### src/hdl/rot_pkg.sv
// Shared constants and types for the prefixed rotate unit
package rot_pkg;
  // ****************************************
  // Instruction bytes
  // ****************************************
  localparam logic [7:0] OPC_PREFIX_BIT = 8'hcb;  // Bit-group prefix
  localparam logic [7:0] OPC_PREFIX_X1 = 8'hdd;   // First index register prefix
  localparam logic [7:0] OPC_PREFIX_X2 = 8'hfd;   // Second index register prefix
  localparam logic [7:0] OPC_ROT_LC = 8'h06;      // Memory form, left circular
  localparam logic [7:0] OPC_ROT_RC = 8'h0e;      // Memory form, right circular
  localparam logic [7:0] OPC_ROT_LT = 8'h16;      // Memory form, left through carry
  localparam logic [7:0] OPC_ROT_RT = 8'h1e;      // Memory form, right through carry
  localparam logic [2:0] SEL_MEM = 3'h6;          // Selector code for a memory operand
  localparam logic [2:0] SEL_H = 3'h4;            // Pointer pair high register
  localparam logic [2:0] SEL_L = 3'h5;            // Pointer pair low register
  // ****************************************
  // Rotate kinds (opcode bits 4:3)
  // ****************************************
  localparam logic [1:0] KIND_LC = 2'h0;  // Left circular
  localparam logic [1:0] KIND_RC = 2'h1;  // Right circular
  localparam logic [1:0] KIND_LT = 2'h2;  // Left through carry
  localparam logic [1:0] KIND_RT = 2'h3;  // Right through carry
  // ****************************************
  // Flag bit positions
  // ****************************************
  localparam int FLAG_S = 7;   // Sign
  localparam int FLAG_Z = 6;   // Zero
  localparam int FLAG_H = 4;   // Half carry
  localparam int FLAG_PV = 2;  // Parity/overflow
  localparam int FLAG_N = 1;   // Add/subtract
  localparam int FLAG_C = 0;   // Carry
  // ****************************************
  // Clock-state schedule, one clock per state from state 0
  // ****************************************
  localparam logic [4:0] T_ONE = 5'h01;       // Step of the state counter
  localparam logic [4:0] T_REQ0 = 5'h00;      // First byte request
  localparam logic [4:0] T_CAP0 = 5'h02;      // First byte capture
  localparam logic [4:0] T_REQ1 = 5'h04;      // Second byte request
  localparam logic [4:0] T_CAP1 = 5'h06;      // Second byte capture
  localparam logic [4:0] T_REG_LAST = 5'h07;  // Register form: write back, 8 states
  localparam logic [4:0] T_HL_RD = 5'h08;     // Pointer form: read request
  localparam logic [4:0] T_HL_CAP = 5'h0a;    // Pointer form: read capture
  localparam logic [4:0] T_HL_WR = 5'h0c;     // Pointer form: write request
  localparam logic [4:0] T_HL_LAST = 5'h0e;   // Pointer form: 15 states
  localparam logic [4:0] T_D_REQ = 5'h08;     // Indexed: displacement request
  localparam logic [4:0] T_D_CAP = 5'h0a;     // Indexed: displacement capture
  localparam logic [4:0] T_XOP_REQ = 5'h0b;   // Indexed: opcode request
  localparam logic [4:0] T_XOP_CAP = 5'h0d;   // Indexed: opcode capture, address sum
  localparam logic [4:0] T_X_RD = 5'h10;      // Indexed: read request
  localparam logic [4:0] T_X_CAP = 5'h12;     // Indexed: read capture
  localparam logic [4:0] T_X_WR = 5'h14;      // Indexed: write request
  localparam logic [4:0] T_X_LAST = 5'h16;    // Indexed: 23 states
  localparam logic [4:0] LEN_REG = 5'h08;     // Busy length, register form
  localparam logic [4:0] LEN_HL = 5'h0f;      // Busy length, pointer form
  localparam logic [4:0] LEN_X = 5'h17;       // Busy length, indexed form
  // Sequencer phase
  typedef enum logic {PH_IDLE, PH_RUN} phase_t;
endpackage

### src/hdl/rot_if.sv
// Connection between the sequencer and the rotate datapath
`timescale 1ns/1ps
`default_nettype none
interface rot_if;
  logic [1:0] kind;      // Rotate kind
  logic [7:0] src;       // Operand before rotation
  logic [7:0] flags_in;  // Flags before rotation
  logic [7:0] res;       // Rotated result
  logic [7:0] flags_out; // Flags after rotation
  modport core (output kind, output src, output flags_in, input res, input flags_out);
  modport alu (input kind, input src, input flags_in, output res, output flags_out);
endinterface
`default_nettype wire

### src/hdl/rotate_alu.sv
// One-bit rotate datapath with condition flag generation
`timescale 1ns/1ps
`default_nettype none
module rotate_alu
  import rot_pkg::*;
(
  rot_if.alu r  // Operand in, result and flags out
);
  // ****************************************
  // Rotation and flags
  // ****************************************
  logic [7:0] res;  // Rotated byte
  logic cout;       // Bit shifted out
  // Select the rotation
  always_comb begin
    res = r.src;
    cout = r.flags_in[FLAG_C];
    case (r.kind)
      KIND_LC: begin  // Old bit 7 to carry and bit 0
        res = {r.src[6:0], r.src[7]};
        cout = r.src[7];
      end
      KIND_LT: begin  // Old bit 7 to carry, old carry to bit 0
        res = {r.src[6:0], r.flags_in[FLAG_C]};
        cout = r.src[7];
      end
      KIND_RC: begin  // Old bit 0 to carry and bit 7
        res = {r.src[0], r.src[7:1]};
        cout = r.src[0];
      end
      KIND_RT: begin  // Old bit 0 to carry, old carry to bit 7
        res = {r.flags_in[FLAG_C], r.src[7:1]};
        cout = r.src[0];
      end
      default: begin
        res = r.src;
        cout = r.flags_in[FLAG_C];
      end
    endcase
  end
  // Build the new flag byte; unlisted bits keep their value
  always_comb begin
    r.res = res;
    r.flags_out = r.flags_in;
    r.flags_out[FLAG_S] = res[7];
    r.flags_out[FLAG_Z] = (res == 8'h00);
    r.flags_out[FLAG_PV] = ~(^res);         // Even parity sets it
    r.flags_out[FLAG_H] = 1'b0;
    r.flags_out[FLAG_N] = 1'b0;
    r.flags_out[FLAG_C] = cout;
  end
endmodule
`default_nettype wire

### src/hdl/prefixed_rotate_unit.sv
// Sequencer, register file and memory access for the prefixed rotates
`timescale 1ns/1ps
`default_nettype none
module prefixed_rotate_unit
  import rot_pkg::*;
(
  input wire logic clk,               // Processor clock
  input wire logic reset,             // Asynchronous reset, active high
  input wire logic ce,                // Clock enable, freezes all state when low
  input wire logic start,             // Begin an instruction (taken when idle)
  output logic op_req,                // Instruction byte request pulse
  input wire logic [7:0] op_byte,     // Instruction byte, two cycles after request
  output logic mem_rd,                // Data read request pulse
  output logic mem_wr,                // Data write pulse
  output logic [15:0] mem_addr,       // Data address
  output logic [7:0] mem_wdata,       // Data written back
  input wire logic [7:0] mem_rdata,   // Read data, two cycles after request
  input wire logic [15:0] first_index_register,   // First index register value
  input wire logic [15:0] second_index_register,  // Second index register value
  input wire logic load_en,           // Load a working register when idle
  input wire logic [2:0] load_sel,    // Register to load
  input wire logic [7:0] load_val,    // Value to load
  input wire logic flag_load_en,      // Load the flag byte when idle
  input wire logic [7:0] flag_val,    // Flag value to load
  input wire logic [2:0] rd_sel,      // Register to observe
  output logic [7:0] rd_val,          // Observed register, one cycle late
  output logic [7:0] flags,           // Condition flags
  output logic busy,                  // Instruction in progress
  output logic done,                  // Instruction finished pulse
  output logic err                    // Finished on an unsupported byte
);
  // ****************************************
  // State
  // ****************************************
  typedef struct packed {
    phase_t ph;              // Sequencer phase
    logic [4:0] t;           // Clock state within the instruction
    logic idx;               // Indexed form
    logic use_iy;            // Second index register chosen
    logic mem;               // Memory operand
    logic [1:0] kind;        // Rotate kind
    logic [2:0] sel;         // Register selector
    logic [7:0] disp;        // Signed displacement
    logic [15:0] addr;       // Operand address
    logic [7:0] data;        // Operand byte
    logic [7:0] src;         // Operand of the last commit
    logic cin;               // Carry before the last commit
    logic [7:0] res;         // Result of the last commit
    logic [7:0][7:0] regs;   // Working registers
    logic [7:0] flags;       // Flag byte
    logic op_req;            // Output copies
    logic mem_rd;
    logic mem_wr;
    logic [15:0] mem_addr;
    logic [7:0] mem_wdata;
    logic busy;
    logic done;
    logic err;
    logic [7:0] rd_val;
    logic [4:0] len;         // Busy clocks so far, read by the checks
  } state_t;
  state_t st_q;  // Registered state
  state_t st_d;  // Next state
  rot_if alu_c ();  // Datapath link
  // True for the 32 rotate opcodes (four kinds, eight selectors) in the bit group
  function automatic logic is_rotate(input logic [7:0] b);
    return b[7:5] == 3'h0;
  endfunction
  // ****************************************
  // Datapath
  // ****************************************
  assign alu_c.kind = st_q.kind;
  assign alu_c.src = st_q.data;
  assign alu_c.flags_in = st_q.flags;
  rotate_alu rotate_alu_inst (
    .r(alu_c)
  );
  // Schedule points that differ between pointer and indexed forms
  logic [4:0] rd_t;    // Read request state
  logic [4:0] cap_t;   // Read capture state
  logic [4:0] wr_t;    // Write request state
  logic [4:0] last_t;  // Final state
  assign rd_t = st_q.idx ? T_X_RD : T_HL_RD;
  assign cap_t = st_q.idx ? T_X_CAP : T_HL_CAP;
  assign wr_t = st_q.idx ? T_X_WR : T_HL_WR;
  assign last_t = st_q.idx ? T_X_LAST : (st_q.mem ? T_HL_LAST : T_REG_LAST);
  // ****************************************
  // Next-state logic
  // ****************************************
  always_comb begin
    st_d = st_q;
    st_d.op_req = 1'b0;
    st_d.mem_rd = 1'b0;
    st_d.mem_wr = 1'b0;
    st_d.done = 1'b0;
    st_d.err = 1'b0;
    st_d.rd_val = st_q.regs[rd_sel];
    st_d.len = st_q.busy ? st_q.len + T_ONE : '0;  // Busy clocks of this instruction
    case (st_q.ph)
      PH_IDLE: begin
        // Side loads only between instructions
        if (load_en) begin
          st_d.regs[load_sel] = load_val;
        end
        if (flag_load_en) begin
          st_d.flags = flag_val;
        end
        if (start) begin  // Request the first byte at state 0
          st_d.ph = PH_RUN;
          st_d.t = T_REQ0;
          st_d.busy = 1'b1;
          st_d.op_req = 1'b1;
          st_d.idx = 1'b0;
          st_d.mem = 1'b0;
        end
      end
      PH_RUN: begin
        st_d.t = st_q.t + T_ONE;
        // Further byte requests
        if (st_q.t == T_REQ1) begin
          st_d.op_req = 1'b1;
        end
        if (st_q.idx && (st_q.t == T_D_REQ || st_q.t == T_XOP_REQ)) begin
          st_d.op_req = 1'b1;
        end
        // First byte: bit prefix or index prefix
        if (st_q.t == T_CAP0) begin
          if (op_byte == OPC_PREFIX_X1 || op_byte == OPC_PREFIX_X2) begin
            st_d.idx = 1'b1;
            st_d.use_iy = (op_byte == OPC_PREFIX_X2);
          end else if (op_byte != OPC_PREFIX_BIT) begin
            st_d.err = 1'b1;
          end
        end
        // Second byte: bit prefix after an index prefix, else the opcode
        if (st_q.t == T_CAP1) begin
          if (st_q.idx) begin
            st_d.err = (op_byte != OPC_PREFIX_BIT);
          end else if (!is_rotate(op_byte)) begin
            st_d.err = 1'b1;
          end else begin  // Register or pointer operand
            st_d.kind = op_byte[4:3];
            st_d.sel = op_byte[2:0];
            st_d.mem = (op_byte[2:0] == SEL_MEM);
            st_d.addr = {st_q.regs[SEL_H], st_q.regs[SEL_L]};
            st_d.data = st_q.regs[op_byte[2:0]];
          end
        end
        // Displacement sits between the prefix and the opcode
        if (st_q.idx && st_q.t == T_D_CAP) begin
          st_d.disp = op_byte;
        end
        // Indexed opcode and address sum
        if (st_q.idx && st_q.t == T_XOP_CAP) begin
          if (!is_rotate(op_byte) || op_byte[2:0] != SEL_MEM) begin
            st_d.err = 1'b1;
          end else begin  // Index plus signed displacement
            st_d.kind = op_byte[4:3];
            st_d.mem = 1'b1;
            st_d.addr = (st_q.use_iy ? second_index_register : first_index_register)
                        + {{8{st_q.disp[7]}}, st_q.disp};
          end
        end
        // Memory read, then write back to the same address
        if (st_q.mem && st_q.t == rd_t) begin
          st_d.mem_rd = 1'b1;
          st_d.mem_addr = st_q.addr;
        end
        if (st_q.mem && st_q.t == cap_t) begin
          st_d.data = mem_rdata;
        end
        if (st_q.mem && st_q.t == wr_t) begin
          st_d.mem_wr = 1'b1;
          st_d.mem_addr = st_q.addr;
          st_d.mem_wdata = alu_c.res;
          st_d.flags = alu_c.flags_out;
          st_d.src = st_q.data;
          st_d.cin = st_q.flags[FLAG_C];
          st_d.res = alu_c.res;
        end
        // Register form commits at its last state
        if (!st_q.mem && !st_q.idx && st_q.t == T_REG_LAST) begin
          st_d.regs[st_q.sel] = alu_c.res;
          st_d.flags = alu_c.flags_out;
          st_d.src = st_q.data;
          st_d.cin = st_q.flags[FLAG_C];
          st_d.res = alu_c.res;
        end
        // Finish on the last state or on a refused byte
        if (st_q.t == last_t || st_d.err) begin
          st_d.ph = PH_IDLE;
          st_d.busy = 1'b0;
          st_d.done = 1'b1;
        end
      end
      default: begin
        st_d.ph = PH_IDLE;
      end
    endcase
  end
  // Register the whole state
  always_ff @(posedge clk or posedge reset) begin
    if (reset) begin
      st_q <= '0;
    end else if (ce) begin
      st_q <= st_d;
    end
  end
  // ****************************************
  // Outputs
  // ****************************************
  assign op_req = st_q.op_req;
  assign mem_rd = st_q.mem_rd;
  assign mem_wr = st_q.mem_wr;
  assign mem_addr = st_q.mem_addr;
  assign mem_wdata = st_q.mem_wdata;
  assign rd_val = st_q.rd_val;
  assign flags = st_q.flags;
  assign busy = st_q.busy;
  assign done = st_q.done;
  assign err = st_q.err;
  // ****************************************
  // Checks
  // ****************************************
  logic ok;  // Completed without a refused byte
  assign ok = st_q.done && !st_q.err;
  a_reg_length: assert property (@(posedge clk iff ce) disable iff (reset)
    ok && !st_q.mem |-> st_q.len == LEN_REG) else $error("register rotate length wrong");
  a_ptr_length: assert property (@(posedge clk iff ce) disable iff (reset)
    ok && st_q.mem && !st_q.idx |-> st_q.len == LEN_HL)
    else $error("pointer rotate length wrong");
  a_idx_length: assert property (@(posedge clk iff ce) disable iff (reset)
    ok && st_q.idx |-> st_q.len == LEN_X) else $error("indexed rotate length wrong");
  a_sign_zero_flags: assert property (@(posedge clk iff ce) disable iff (reset)
    ok |-> st_q.flags[FLAG_S] == st_q.res[7] && st_q.flags[FLAG_Z] == (st_q.res == 8'h00))
    else $error("sign or zero flag wrong");
  a_parity_flag: assert property (@(posedge clk iff ce) disable iff (reset)
    ok |-> st_q.flags[FLAG_PV] == ~(^st_q.res)) else $error("parity flag wrong");
  a_hn_flags_clear: assert property (@(posedge clk iff ce) disable iff (reset)
    ok |-> !st_q.flags[FLAG_H] && !st_q.flags[FLAG_N]) else $error("H or N not cleared");
  a_left_circ_value: assert property (@(posedge clk iff ce) disable iff (reset)
    ok && st_q.kind == KIND_LC |-> st_q.res == {st_q.src[6:0], st_q.src[7]}
    && st_q.flags[FLAG_C] == st_q.src[7]) else $error("left circular wrong");
  a_left_thru_value: assert property (@(posedge clk iff ce) disable iff (reset)
    ok && st_q.kind == KIND_LT |-> st_q.res == {st_q.src[6:0], st_q.cin})
    else $error("left through carry wrong");
  a_left_carry_src: assert property (@(posedge clk iff ce) disable iff (reset)
    ok && !st_q.kind[0] |-> st_q.flags[FLAG_C] == st_q.src[7]) else $error("left carry wrong");
  a_right_circ_value: assert property (@(posedge clk iff ce) disable iff (reset)
    ok && st_q.kind == KIND_RC |-> st_q.res == {st_q.src[0], st_q.src[7:1]}
    && st_q.flags[FLAG_C] == st_q.src[0]) else $error("right circular wrong");
  a_right_thru_value: assert property (@(posedge clk iff ce) disable iff (reset)
    ok && st_q.kind == KIND_RT |-> st_q.res == {st_q.cin, st_q.src[7:1]}
    && st_q.flags[FLAG_C] == st_q.src[0]) else $error("right through carry wrong");
  a_writeback_addr: assert property (@(posedge clk iff ce) disable iff (reset)
    st_q.mem_wr |-> $past(st_q.mem_rd, 4) && $past(st_q.mem_addr, 4) == st_q.mem_addr)
    else $error("write back not to read address");
  c_reg_form: cover property (@(posedge clk iff ce) disable iff (reset)
    ok && !st_q.mem);
  c_ptr_form: cover property (@(posedge clk iff ce) disable iff (reset)
    ok && st_q.mem && !st_q.idx);
  c_idx_form: cover property (@(posedge clk iff ce) disable iff (reset)
    ok && st_q.idx && st_q.use_iy);
  c_refused: cover property (@(posedge clk iff ce) disable iff (reset)
    st_q.done && st_q.err);
endmodule
`default_nettype wire

### config.mk
export PLATFORM = sky130hd
export DESIGN_NAME = prefixed_rotate_unit
export DESIGN_NICKNAME = d
export VERILOG_FILES = /design/src/hdl/rot_pkg.sv /design/src/hdl/rot_if.sv /design/src/hdl/rotate_alu.sv /design/src/hdl/prefixed_rotate_unit.sv
export SDC_FILE = /design/constraint.sdc
export NUM_CORES = 1
export LEC_CHECK = 0
export BUFFER_PORTS_ARGS = -buffer_cell sky130_fd_sc_hd__buf_2
export CAP_MARGIN = 20
export CORE_MARGIN = 8
export CORE_UTILIZATION = 55
export DETAILED_ROUTE_END_ITERATION = 7
export GPL_TIMING_DRIVEN = 0
export PLACE_DENSITY = 0.78
export RECOVER_POWER = 50
export SETUP_SLACK_MARGIN = 0.4
export SYNTH_ARGS = -nofsm -noshare
export SYNTH_HDL_FRONTEND = slang
export SYNTH_SLANG_ARGS = --single-unit
### constraint.sdc
create_clock -name clk -period 12.6 [get_ports clk]
set_input_delay 1.89 -clock clk [delete_from_list [all_inputs] [get_ports clk]]
set_output_delay 1.89 -clock clk [all_outputs]
set_load 0.02 [all_outputs]
# Word level (Yosys, flattened, before mapping)
# Cells that the tools add are included.
classes:
  order_cmp: 6
  n_reduce_logical: 39
  addsub: 2
  bitwise: 3
  n_eq_ne: 29
  mux: 61
ops:
  columns: ["op", "count"]
  rows:
  - ["73-bit case mux with 2 select lines", 1]
  - ["64-bit bitwise mux", 2]
  - ["24-bit 2-to-1 mux", 3]
  - ["72-bit 2-to-1 mux", 1]
  - ["16-bit 2-to-1 mux", 4]
  - ["64-bit 2-to-1 mux", 1]
  - ["8-bit 2-to-1 mux", 7]
  - ["8-bit binary-select mux with 3-bit select", 2]
  - ["8-bit demux with 3-bit select", 2]
  - ["8-bit case mux with 4 select lines", 1]
  - ["26-bit 2-to-1 mux", 1]
  - ["25-bit 2-to-1 mux", 1]
  - ["3-bit AND reduction", 7]
  - ["5-bit by 4-bit == test with 1-bit output, second input constant", 4]
  - ["5-bit == test", 4]
  - ["5-bit 2-to-1 mux", 4]
  - ["6-bit 2-to-1 mux", 3]
  - ["16-bit adder", 1]
  - ["8-bit == test, second input constant", 2]
  - ["3-bit by 4-bit less-than comparator with 1-bit output, second input constant", 4]
  - ["1-bit 2-to-1 mux", 16]
  - ["5-bit by 3-bit == test with 1-bit output, second input constant", 3]
  - ["7-bit case mux with 2 select lines", 1]
  - ["1-bit logical AND", 10]
  - ["28 further kinds", 55]
word_totals:
  in_bits: 76
  regBits: 156
  word_cells: 169

# Longest topological paths before layout
# Gate-level depths: netlist of run 1.
logic_depth:
  ltp_word: 13
  ltp_mapped: 12
  ltp_nobuf: 11

# By module
# Synthesis of run 1 repeated with hierarchy kept, for this count alone.
unflattened:
  cells_unflattened: 886
  area_unflattened_um2: 9803.2
modules_own_cells:
  columns: ["module", "area_per_inst_um2", "instances", "cells_each"]
  rows:
  - ["prefixed_rotate_unit", 9511.6, 1, 849]
  - ["rotate_alu", 291.5, 1, 37]

# Worst setup path before layout of run 1
# OpenSTA, ideal clock, no wires.
synth_timing:
  path_kind: "input to register"
  startpoint: "input port second_index_register[0]"
  endpoint: "register st_q[154] (netlist name)"
  n_path_buf: 0
  arrival_time_ns: 3.920
  setup_ns: 0.126
  cell_stages: 11
  slack_ns: 8.554
  path_cell_list: "mux2_2 -> ha_1 -> inv_1 -> fa_1 -> nand2b_1 -> a21oi_1 -> o2111ai_2 -> or3b_1 -> a41oi_2 -> xnor2_1 -> a221o_1"
synth_via:
  elab_chain_cells: 4
synth_rtl:
  columns: ["element", "line_no", "rtl"]
  rows:
  - ["start: declaration", "prefixed_rotate_unit.sv:19", "input wire logic [15:0] second_index_register,"]
  - ["16-bit 2-to-1 mux", "prefixed_rotate_unit.sv:160", "st_d.addr = (st_q.use_iy ? second_index_register : first_index_register)"]
  - ["16-bit adder", "prefixed_rotate_unit.sv:161", "+ {{8{st_q.disp[7]}}, st_q.disp};"]
  - ["16-bit 2-to-1 mux", "prefixed_rotate_unit.sv:155", "if (!is_rotate(op_byte) || op_byte[2:0] != SEL_MEM) begin"]
  - ["16-bit 2-to-1 mux", "prefixed_rotate_unit.sv:154", "if (st_q.idx && st_q.t == T_XOP_CAP) begin"]
  - ["end signal: assignment", "prefixed_rotate_unit.sv:206", "st_q <= st_d;"]
  - ["end: declaration", "prefixed_rotate_unit.sv:62", "state_t st_q;"]
# Every way passes these cells.
# A chain may end at the register's enable or synchronous reset.

==> metrics.md, run 1 <==
| Metric | Value |
|---|---|
| RSZ-0062 raised after global routing | `no` |
| Post-synthesis mux area share | `20.62%` |
| Crit-path slowest cell | `clkinvlp_2` |
| Worst setup path category | `input port to asynchronous set/reset pin` |
| Startpoint Class | `input port` |
| Worst-path clk slew | `0.06 ns` |
| YS warnings | `0` |
| Mapped Cells | `884` |
| WL/cell | `21.72 um` |
| RD Place Congestion | `0.9207` |
| Share of the synthesized area in the top cell type | `42.13%` |
| Skew final | `0.006465 ns` |
| Min Hold Slack | `0.4827 ns` |
| Run status | `finished with violations` |
| Synth area leader | `dfrtp_1` |
| IR drop worst, VDD | `0.1124 mV` |
| Die area | `21250 um2` |
| Critical path fanouts, max | `87` |
| Critical Path Max Stage Delay | `2.20 ns` |
| Clock sinks | `156` |
| Max transition margin | `-163.5%` |
| Vias in the first global route | `8128` |
| Later-pin clock latency in the skew report | `0.43 ns` |
| Largest cells by area after synthesis | `dfrtp_1 (42%), mux2_2 (12%), mux4_2 (5.8%)` |
| Top Ports | `122` |
| CP Data Required Time | `12.47 ns` |
| Setup TNS Final | `0 ns` |
| Mean Syn Cell Area | `10.48 um2` |
| Min cycle time layout | `4.371 ns` |
| Drt pass-1 iters | `5` |
| # nets final | `1124` |
| Logic pwr share | `34.5%` |
| H-tree depth | `4` |
| Library cells used by synthesis | `57` |
| Die X | `145.8 um` |
| Cell Rows | `47` |
| Hold crit path type | `flop to flop` |
| CTS max path bufs | `2` |
| Largest family of logic cells by synthesized area | `multiplexers` |
| Die Height | `145.8 um` |
| Pin count of the biggest net entering global routing | `88` |
| Synth Flop Type | `dfrtp_1` |
| Xor/xnor share of the synthesized area | `1.512%` |
| Total GRT Usage | `25.94%` |
| Initial DRC count | `868` |
| Initial antenna violation count | `1` |
| Area delta synth->final | `16.30%` |
| Sequential Power Share | `38.0%` |
| PortBufs | `114` |
| Max-slew violation total from the final report | `87` |
| Crit path capture type | `asynchronous set/reset pin` |
| Critical-path cell list | `buf_2, clkinvlp_2` |
| Setup WS pre-CTS | `8.241 ns` |
| Worst-margin pin slew | `3.931 ns` |
| Synth Area in Simple Gates | `10.10%` |
| Clock root buffer | `clkbuf_16` |
| Final HPWL DP | `20090 um` |
| Number of CTS-inserted buffers | `17` |
| NetSw | `0.7194 mW` |
| Synth Area in Compound Gates | `15.67%` |
| Sw frac | `36.68%` |
| Post-CTS sizing | `0` |
| Antenna-violating nets left | `0` |
| Fin. Hold Viols | `0` |
| Synth Cell Area | `9265 um2` |
| Worst Slack Setup Final | `8.229 ns` |
| Pwr Density | `182.0 nW/um2` |
| EDFF count, synth | `0` |
| P_int | `1.242 mW` |
| Via count | `7951` |
| Core Footprint | `16520 um2` |
| Total congestion overflow | `0` |
| Yosys reg bits | `156` |
| First-pass GRT wire length | `43880 um` |
| Starting Density | `56.07%` |
| Routed Wire Length | `27330 um` |
| DR DRC count | `0` |
| Setup bufs post-CTS | `0` |
| WP buf/inv | `2` |
| Synthesized Nets | `984` |
| Fmax achieved | `228.8 MHz` |
| Static leakage | `4.951 nW` |
| Crit share post-route | `34.69%` |
| WP data arrival | `4.24 ns` |
| CTS tree | `yes` |
| Avg Vias per Cell | `6.320` |
| Delay-heaviest family, CP | `buffers and inverters` |
| Count of final setup violators | `0` |
| Clock power frac | `27.5%` |
| Maximum Capacitance Violations | `1` |
| Synth Area in Adders | `3.322%` |
| Cts hold-fix bufs | `0` |
| Sequential share of the synthesized area | `42.13%` |
| Failing checks | `max-capacitance violations, max-slew violations` |
| Post-synth ARST share | `100.0%` |
| Share of cells above drive strength 1 | `32.21%` |
## path summary, 6_finish.rpt
path	from	endpoint	slack (ns)	cells after the start
worst max-delay path	reset	st_q[65]	8.23	2
worst min-delay path	mem_rd	mem_rd	0.48	1
worst max register to register	st_q[170]	st_q[154]	9.15	11
worst min register to register	mem_rd	mem_rd	0.48	1
max in group clk	second_index_register[0]	st_q[154]	8.67	12
min in group asynchronous	reset	mem_wr	2.63	2
## power by group through the flow
stage,Clock [mW],Combinational [mW],Sequential [mW]
4_1_cts,0.540,0.668,0.740
3_5_place_dp,0,0.662,0.748
5_1_grt,0.563,0.730,0.760
3_3_place_gp,0,0.637,0.741
2_1_floorplan,0,0.479,0.712
6_report,0.539,0.676,0.746
## cell families after synthesis
logic type	count (synthesis)
AOI/OAI and AO/OA	235
xor gates and xnor gates	16
DFF	156
muxes	148
adders and majority gates	24
buffers and inverters	113
and+or+nand+nor	192
## registers in the layout, indices dropped and copies added, names as in the netlist
signal      count
mem_wdata       8
mem_addr       16
busy            1
st_q          100
flags           8
op_req          1
done            1
alu_c.src       8
alu_c.kind      2
rd_val          8
mem_wr          1
mem_rd          1
err             1
## through the flow
stage / utilization [%] / cell area, um2 / instances / power [mW]
finish: 65.21 / 10780 / 1258 / 1.961
CTS: 65.31 / 10790 / 1256 / 1.947
global route: 65.21 / 10780 / 1258 / 2.053
global placement: 61.19 / 10110 / 1218 / 1.378
floorplan: - / 9265 / 884 / 1.191
detailed placement: 61.61 / 10180 / 1224 / 1.410
## final cells by class
class / count / area [um2]
fill: 1333 / 5749
multi-input combinational: 615 / 4746
sequential: 156 / 3904
timing repair buffer: 121 / 620.6
buffer: 95 / 546.8
clock buffer: 17 / 425.4
tap: 220 / 275.3
clock inverter: 15 / 186.4
inverter: 18 / 68.82
antenna: 1 / 2.502
## cell usage after synthesis, types with 3 or more instances
cell type,number
ha_1,23
nand2_1,59
o22ai_1,63
a21oi_1,73
inv_1,18
a22oi_1,8
nand3b_1,4
mux4_2,24
o21ai_0,41
buf_2,21
mux2_2,97
a221o_1,9
nand4_1,7
o221ai_1,9
mux2i_1,21
and3_1,10
nor2_1,50
a31oi_1,6
nand3_1,18
o21a_1,9
nor2b_1,13
nand2b_1,5
buf_1,7
mux2_1,6
buf_4,42
dfrtp_1,156
clkbuf_1,24
xor2_1,6
xnor2_1,10
or3_1,3
nor3_1,5
## metal layers
| layer | global-route usage, % | routed length (um) |
|---|---|---|
| met1 | 33.42 | 11030 |
| met2 | 41.47 | 12890 |
| met3 | 5.224 | 2602 |
| met4 | 11.71 | 814 |
| met5 | 0 | 0 |
## layout by cell type, fill, tap and decap left out, types with 41 or more instances in the layout
cell | Yosys | routed
a21oi_1 | 73 | 73
buf_2 | 21 | 116
buf_4 | 42 | 48
clkbuf_1 | 24 | 43
dfrtp_1 | 156 | 156
mux2_2 | 97 | 97
nand2_1 | 59 | 59
nor2_1 | 50 | 50
o21ai_0 | 41 | 41
o22ai_1 | 63 | 63
No activity file was read; power rests on OpenSTA's default activity.
==> run 2, diff against run 1 <==
Settings changed: ABC_AREA from default to 1, CORE_UTILIZATION 55 to 54, PLACE_DENSITY 0.78 to 0.79.
Clock period 12.6 ns to 3.92 ns, I/O delays scaled along.
==> run 2 against run 1 <==
The run still ends with max-capacitance violations, max-slew violations left. Critical path depth grew 1. Setup slack lost 7.2 ns. Largest power group unchanged. Clock power grew to 3.2 times the previous value. Largest cell class unchanged. Sequential power grew to 3.0 times the previous value.
==> metrics.md, run 2 <==
| Metric | Value |
|---|---|
| Cts hold-fix bufs | `0 (unchanged)` |
| Worst setup path category | `input port to asynchronous set/reset pin` |
| Yosys reg bits | `156 (unchanged)` |
| Number of CTS-inserted buffers | `17 (unchanged)` |
| M1 GR Usage | `37.96% (+4.5 points)` |
| Largest reg by FF count | `st_q` |
| Maximum Capacitance Violations | `3 (+2)` |
| Max transition margin | `-40.92% (+120 points)` |
| Most frequent cells in the layout | `nand2_1 (385), inv_1 (172), dfrtp_1 (156)` |
| Skew final | `0.009337 ns (+0.002871 ns)` |
| Failing checks | `max-capacitance violations, max-slew violations` |
| DR DRC count | `0 (unchanged)` |
| GRT busiest layer | `met2` |
| Routed Wire Length | `32760 um (+20%)` |
| Max reg flops | `100 (unchanged)` |
| First-pass GRT wire length | `50610 um (+15%)` |
| Avg Vias per Cell | `5.751 (-9.0%)` |
| WP data arrival | `3.00 ns (-1.24 ns)` |
| Most common cell after layout, fill and taps aside | `nand2_1` |
| RD Place Congestion | `0.9801 (+6.5%)` |
| Mean Syn Cell Area | `7.416 um2 (-29%)` |
| Total congestion overflow | `0 (unchanged)` |
| IR drop worst, VDD | `0.3386 mV (+200%)` |
| Die Height | `154.3 um (+5.8%)` |
| CTS tree | `yes` |
| Crit share post-route | `73.49%` |
| Startpoint Class | `input port` |
| Initial DRC count | `1153 (+33%)` |
| Area delta synth->final | `14.32%` |
| Delay-heaviest family, CP | `buffers and inverters` |
| PortBufs | `117 (+2.6%)` |
| Critical-path cell list | `buf_2, clkinvlp_2, clkbuf_1` |
| Min Hold Slack | `0.3844 ns (-0.09824 ns)` |
| Met2 Usage GRT | `40.10% (-1.4 points)` |
| Run status | `finished with violations` |
| Setup TNS Final | `0 ns (unchanged)` |
| Sequential share of the synthesized area | `37.79% (-4.3 points)` |
| Max-slew violation total from the final report | `105 (+21%)` |
| Worst-margin pin slew | `2.114 ns (-1.817 ns)` |
| Pwr Density | `522.6 nW/um2 (+190%)` |
| Top Ports | `122 (unchanged)` |
| Worst Slack Setup Final | `1.039 ns (-7.190 ns)` |
| Starting Density | `55.04% (-1.0 points)` |
| Antenna-violating nets left | `0 (unchanged)` |
| EDFF count, synth | `0 (unchanged)` |
| Die X | `154.3 um (+5.8%)` |
| WL/cell | `18.40 um (-15%)` |
| Library cells used by synthesis | `47 (-18%)` |
| Synthesized Nets | `1493 (+52%)` |
| Setup WS pre-CTS | `1.194 ns (-7.048 ns)` |
| Count of final setup violators | `0 (unchanged)` |
| Die area | `23810 um2 (+12%)` |
| CP Data Required Time | `4.04 ns (-8.43 ns)` |
| Post-CTS sizing | `0 (unchanged)` |
| Clock root buffer | `clkbuf_16` |
| Largest cells by area after synthesis | `dfrtp_1 (38%), nand2_1 (14%), o21ai_0 (6.9%)` |
| # nets final | `1633 (+45%)` |
| Synth Cell Area | `10330 um2 (+11%)` |
| Static leakage | `5.975 nW (+21%)` |
| Synth area leader | `dfrtp_1` |
| Synth Flop Type | `dfrtp_1` |
| Crit path capture type | `asynchronous set/reset pin` |
| Mapped Cells | `1393 (+58%)` |
| Share of the synthesized area in the top cell type | `37.79% (-4.3 points)` |
| Vias in the first global route | `9341 (+15%)` |
| RSZ-0062 raised after global routing | `no` |
| Synth top cells by count | `nand2_1 (384), inv_1 (172), dfrtp_1 (156)` |
| CTS max path bufs | `2 (unchanged)` |
| Number of fill cells in the layout | `1701 (+28%)` |
| Most numerous cell in the Yosys netlist | `nand2_1` |
| Drt pass-1 iters | `6 (+1)` |
| YS warnings | `0 (unchanged)` |
| Via count | `10.24k (+29%)` |
| Crit-path slowest cell | `clkbuf_1` |
| Later-pin clock latency in the skew report | `0.43 ns (about the same)` |
| Critical path fanouts, max | `38 (-56%)` |
| Cell Rows | `50 (+6.4%)` |
| Initial antenna violation count | `0 (-1)` |
| Grt met3 use | `6.074% (+0.85 points)` |
| Pin count of the biggest net entering global routing | `39 (-56%)` |
| Post-synth ARST share | `100.0% (unchanged)` |
| Fmax achieved | `347.1 MHz` |
| H-tree depth | `4 (unchanged)` |
| Fin. Hold Viols | `0 (unchanged)` |
| Core Footprint | `18770 um2 (+14%)` |
| Min cycle time layout | `2.881 ns` |
| Clock sinks | `156 (unchanged)` |
| Total GRT Usage | `27.02% (+1.1 points)` |
| Share of cells above drive strength 1 | `18.31% (-14 points)` |
| Critical Path Max Stage Delay | `1.57 ns (-0.63 ns)` |
| Worst-path clk slew | `0.06 ns (about the same)` |
| Final HPWL DP | `25050 um (+25%)` |
| Setup bufs post-CTS | `0 (unchanged)` |
| WP buf/inv | `3 (+1)` |
| Hold crit path type | `input port to flop` |
-- run 2: cell types whose count changed after synthesis, moves of 11 or more --
cell     change
nor2b_1     -13
nand3_1     +43
mux4_2      -24
nor2_1      +16
o21ai_0    +101
inv_2       +17
inv_1      +154
nand2_1    +325
mux2_2      -77
a21oi_1     -11
mux2i_1     -19
o22ai_1     +15
-- run 2: per-stage QoR --
step / power (mW) / instance area, um2 / std cells / utilization (%)
finish: 6.172 / 11810 / 1781 / 62.92
global route: 6.480 / 11810 / 1780 / 62.91
CTS: 6.147 / 11890 / 1780 / 63.33
detailed placement: 4.448 / 11290 / 1748 / 60.17
global placement: 4.393 / 11210 / 1744 / 59.74
floorplan: 3.748 / 10330 / 1393 / -
-- run 2: per-layer routing --
metal / vias to the layer above / share of wire, %
met2: 585 / 43
met4: 0 / 2.8
met3: 62 / 11
met5: - / 0
met1: 4754 / 44
li1: 4841 / -
-- run 2: logic make-up after synthesis --
kind of cell,after synthesis,synth area share (%)
xor+xnor,6,0.5087
fa+ha+maj,24,2.980
flops,156,37.79
mux,31,3.537
simple gates,551,22.86
compound gates,341,19.45
buf+inv,284,12.88
-- run 2: report_power, final --
group          total (mW)  leakage [nW]  internal (mW)  switching [mW]
combinational        2.20          3.82          0.718            1.48
clock                1.70         0.287           1.02           0.685
sequential           2.27          1.87           2.01           0.261
-- run 2: path summary, 6_finish.rpt --
check | startpoint | to | slack (ns) | cells after the start
setup / recovery | reset | st_q[59] | 1.04 | 3
hold / removal | flag_val[3] | flags[3] | 0.38 | 2
setup reg to reg | st_q[170] | st_q[155] | 1.18 | 14
hold reg to reg | rd_val[3] | rd_val[3] | 0.48 | 2
max in group clk | st_q[170] | st_q[155] | 1.18 | 14
min in group asynchronous | reset | st_q[176] | 0.39 | 2
-- run 2: layout make-up --
type	instances	area [um2]	area share, %
Buffer	93	613.1	5.192
Tap cell	234	292.8	2.479
Clock inverter	11	142.6	1.208
Antenna cell	1	2.502	0.02119
Inverter	191	718.2	6.082
Clock buffer	21	450.4	3.814
Timing Repair Buffer	121	591.8	5.012
Sequential cell	156	3904	33.06
Multi-Input combinational cell	953	5094	43.13
-- run 2: worst reg2reg max path, delay by kind of cell (launching register included) --
kind | cells | cell delay (ns)
flops | 1 | 0.32
fa+ha+maj | 1 | 0.35
simple gates | 8 | 0.68
mux | 1 | 0.36
buf+inv | 3 | 0.73
compound gates | 1 | 0.21
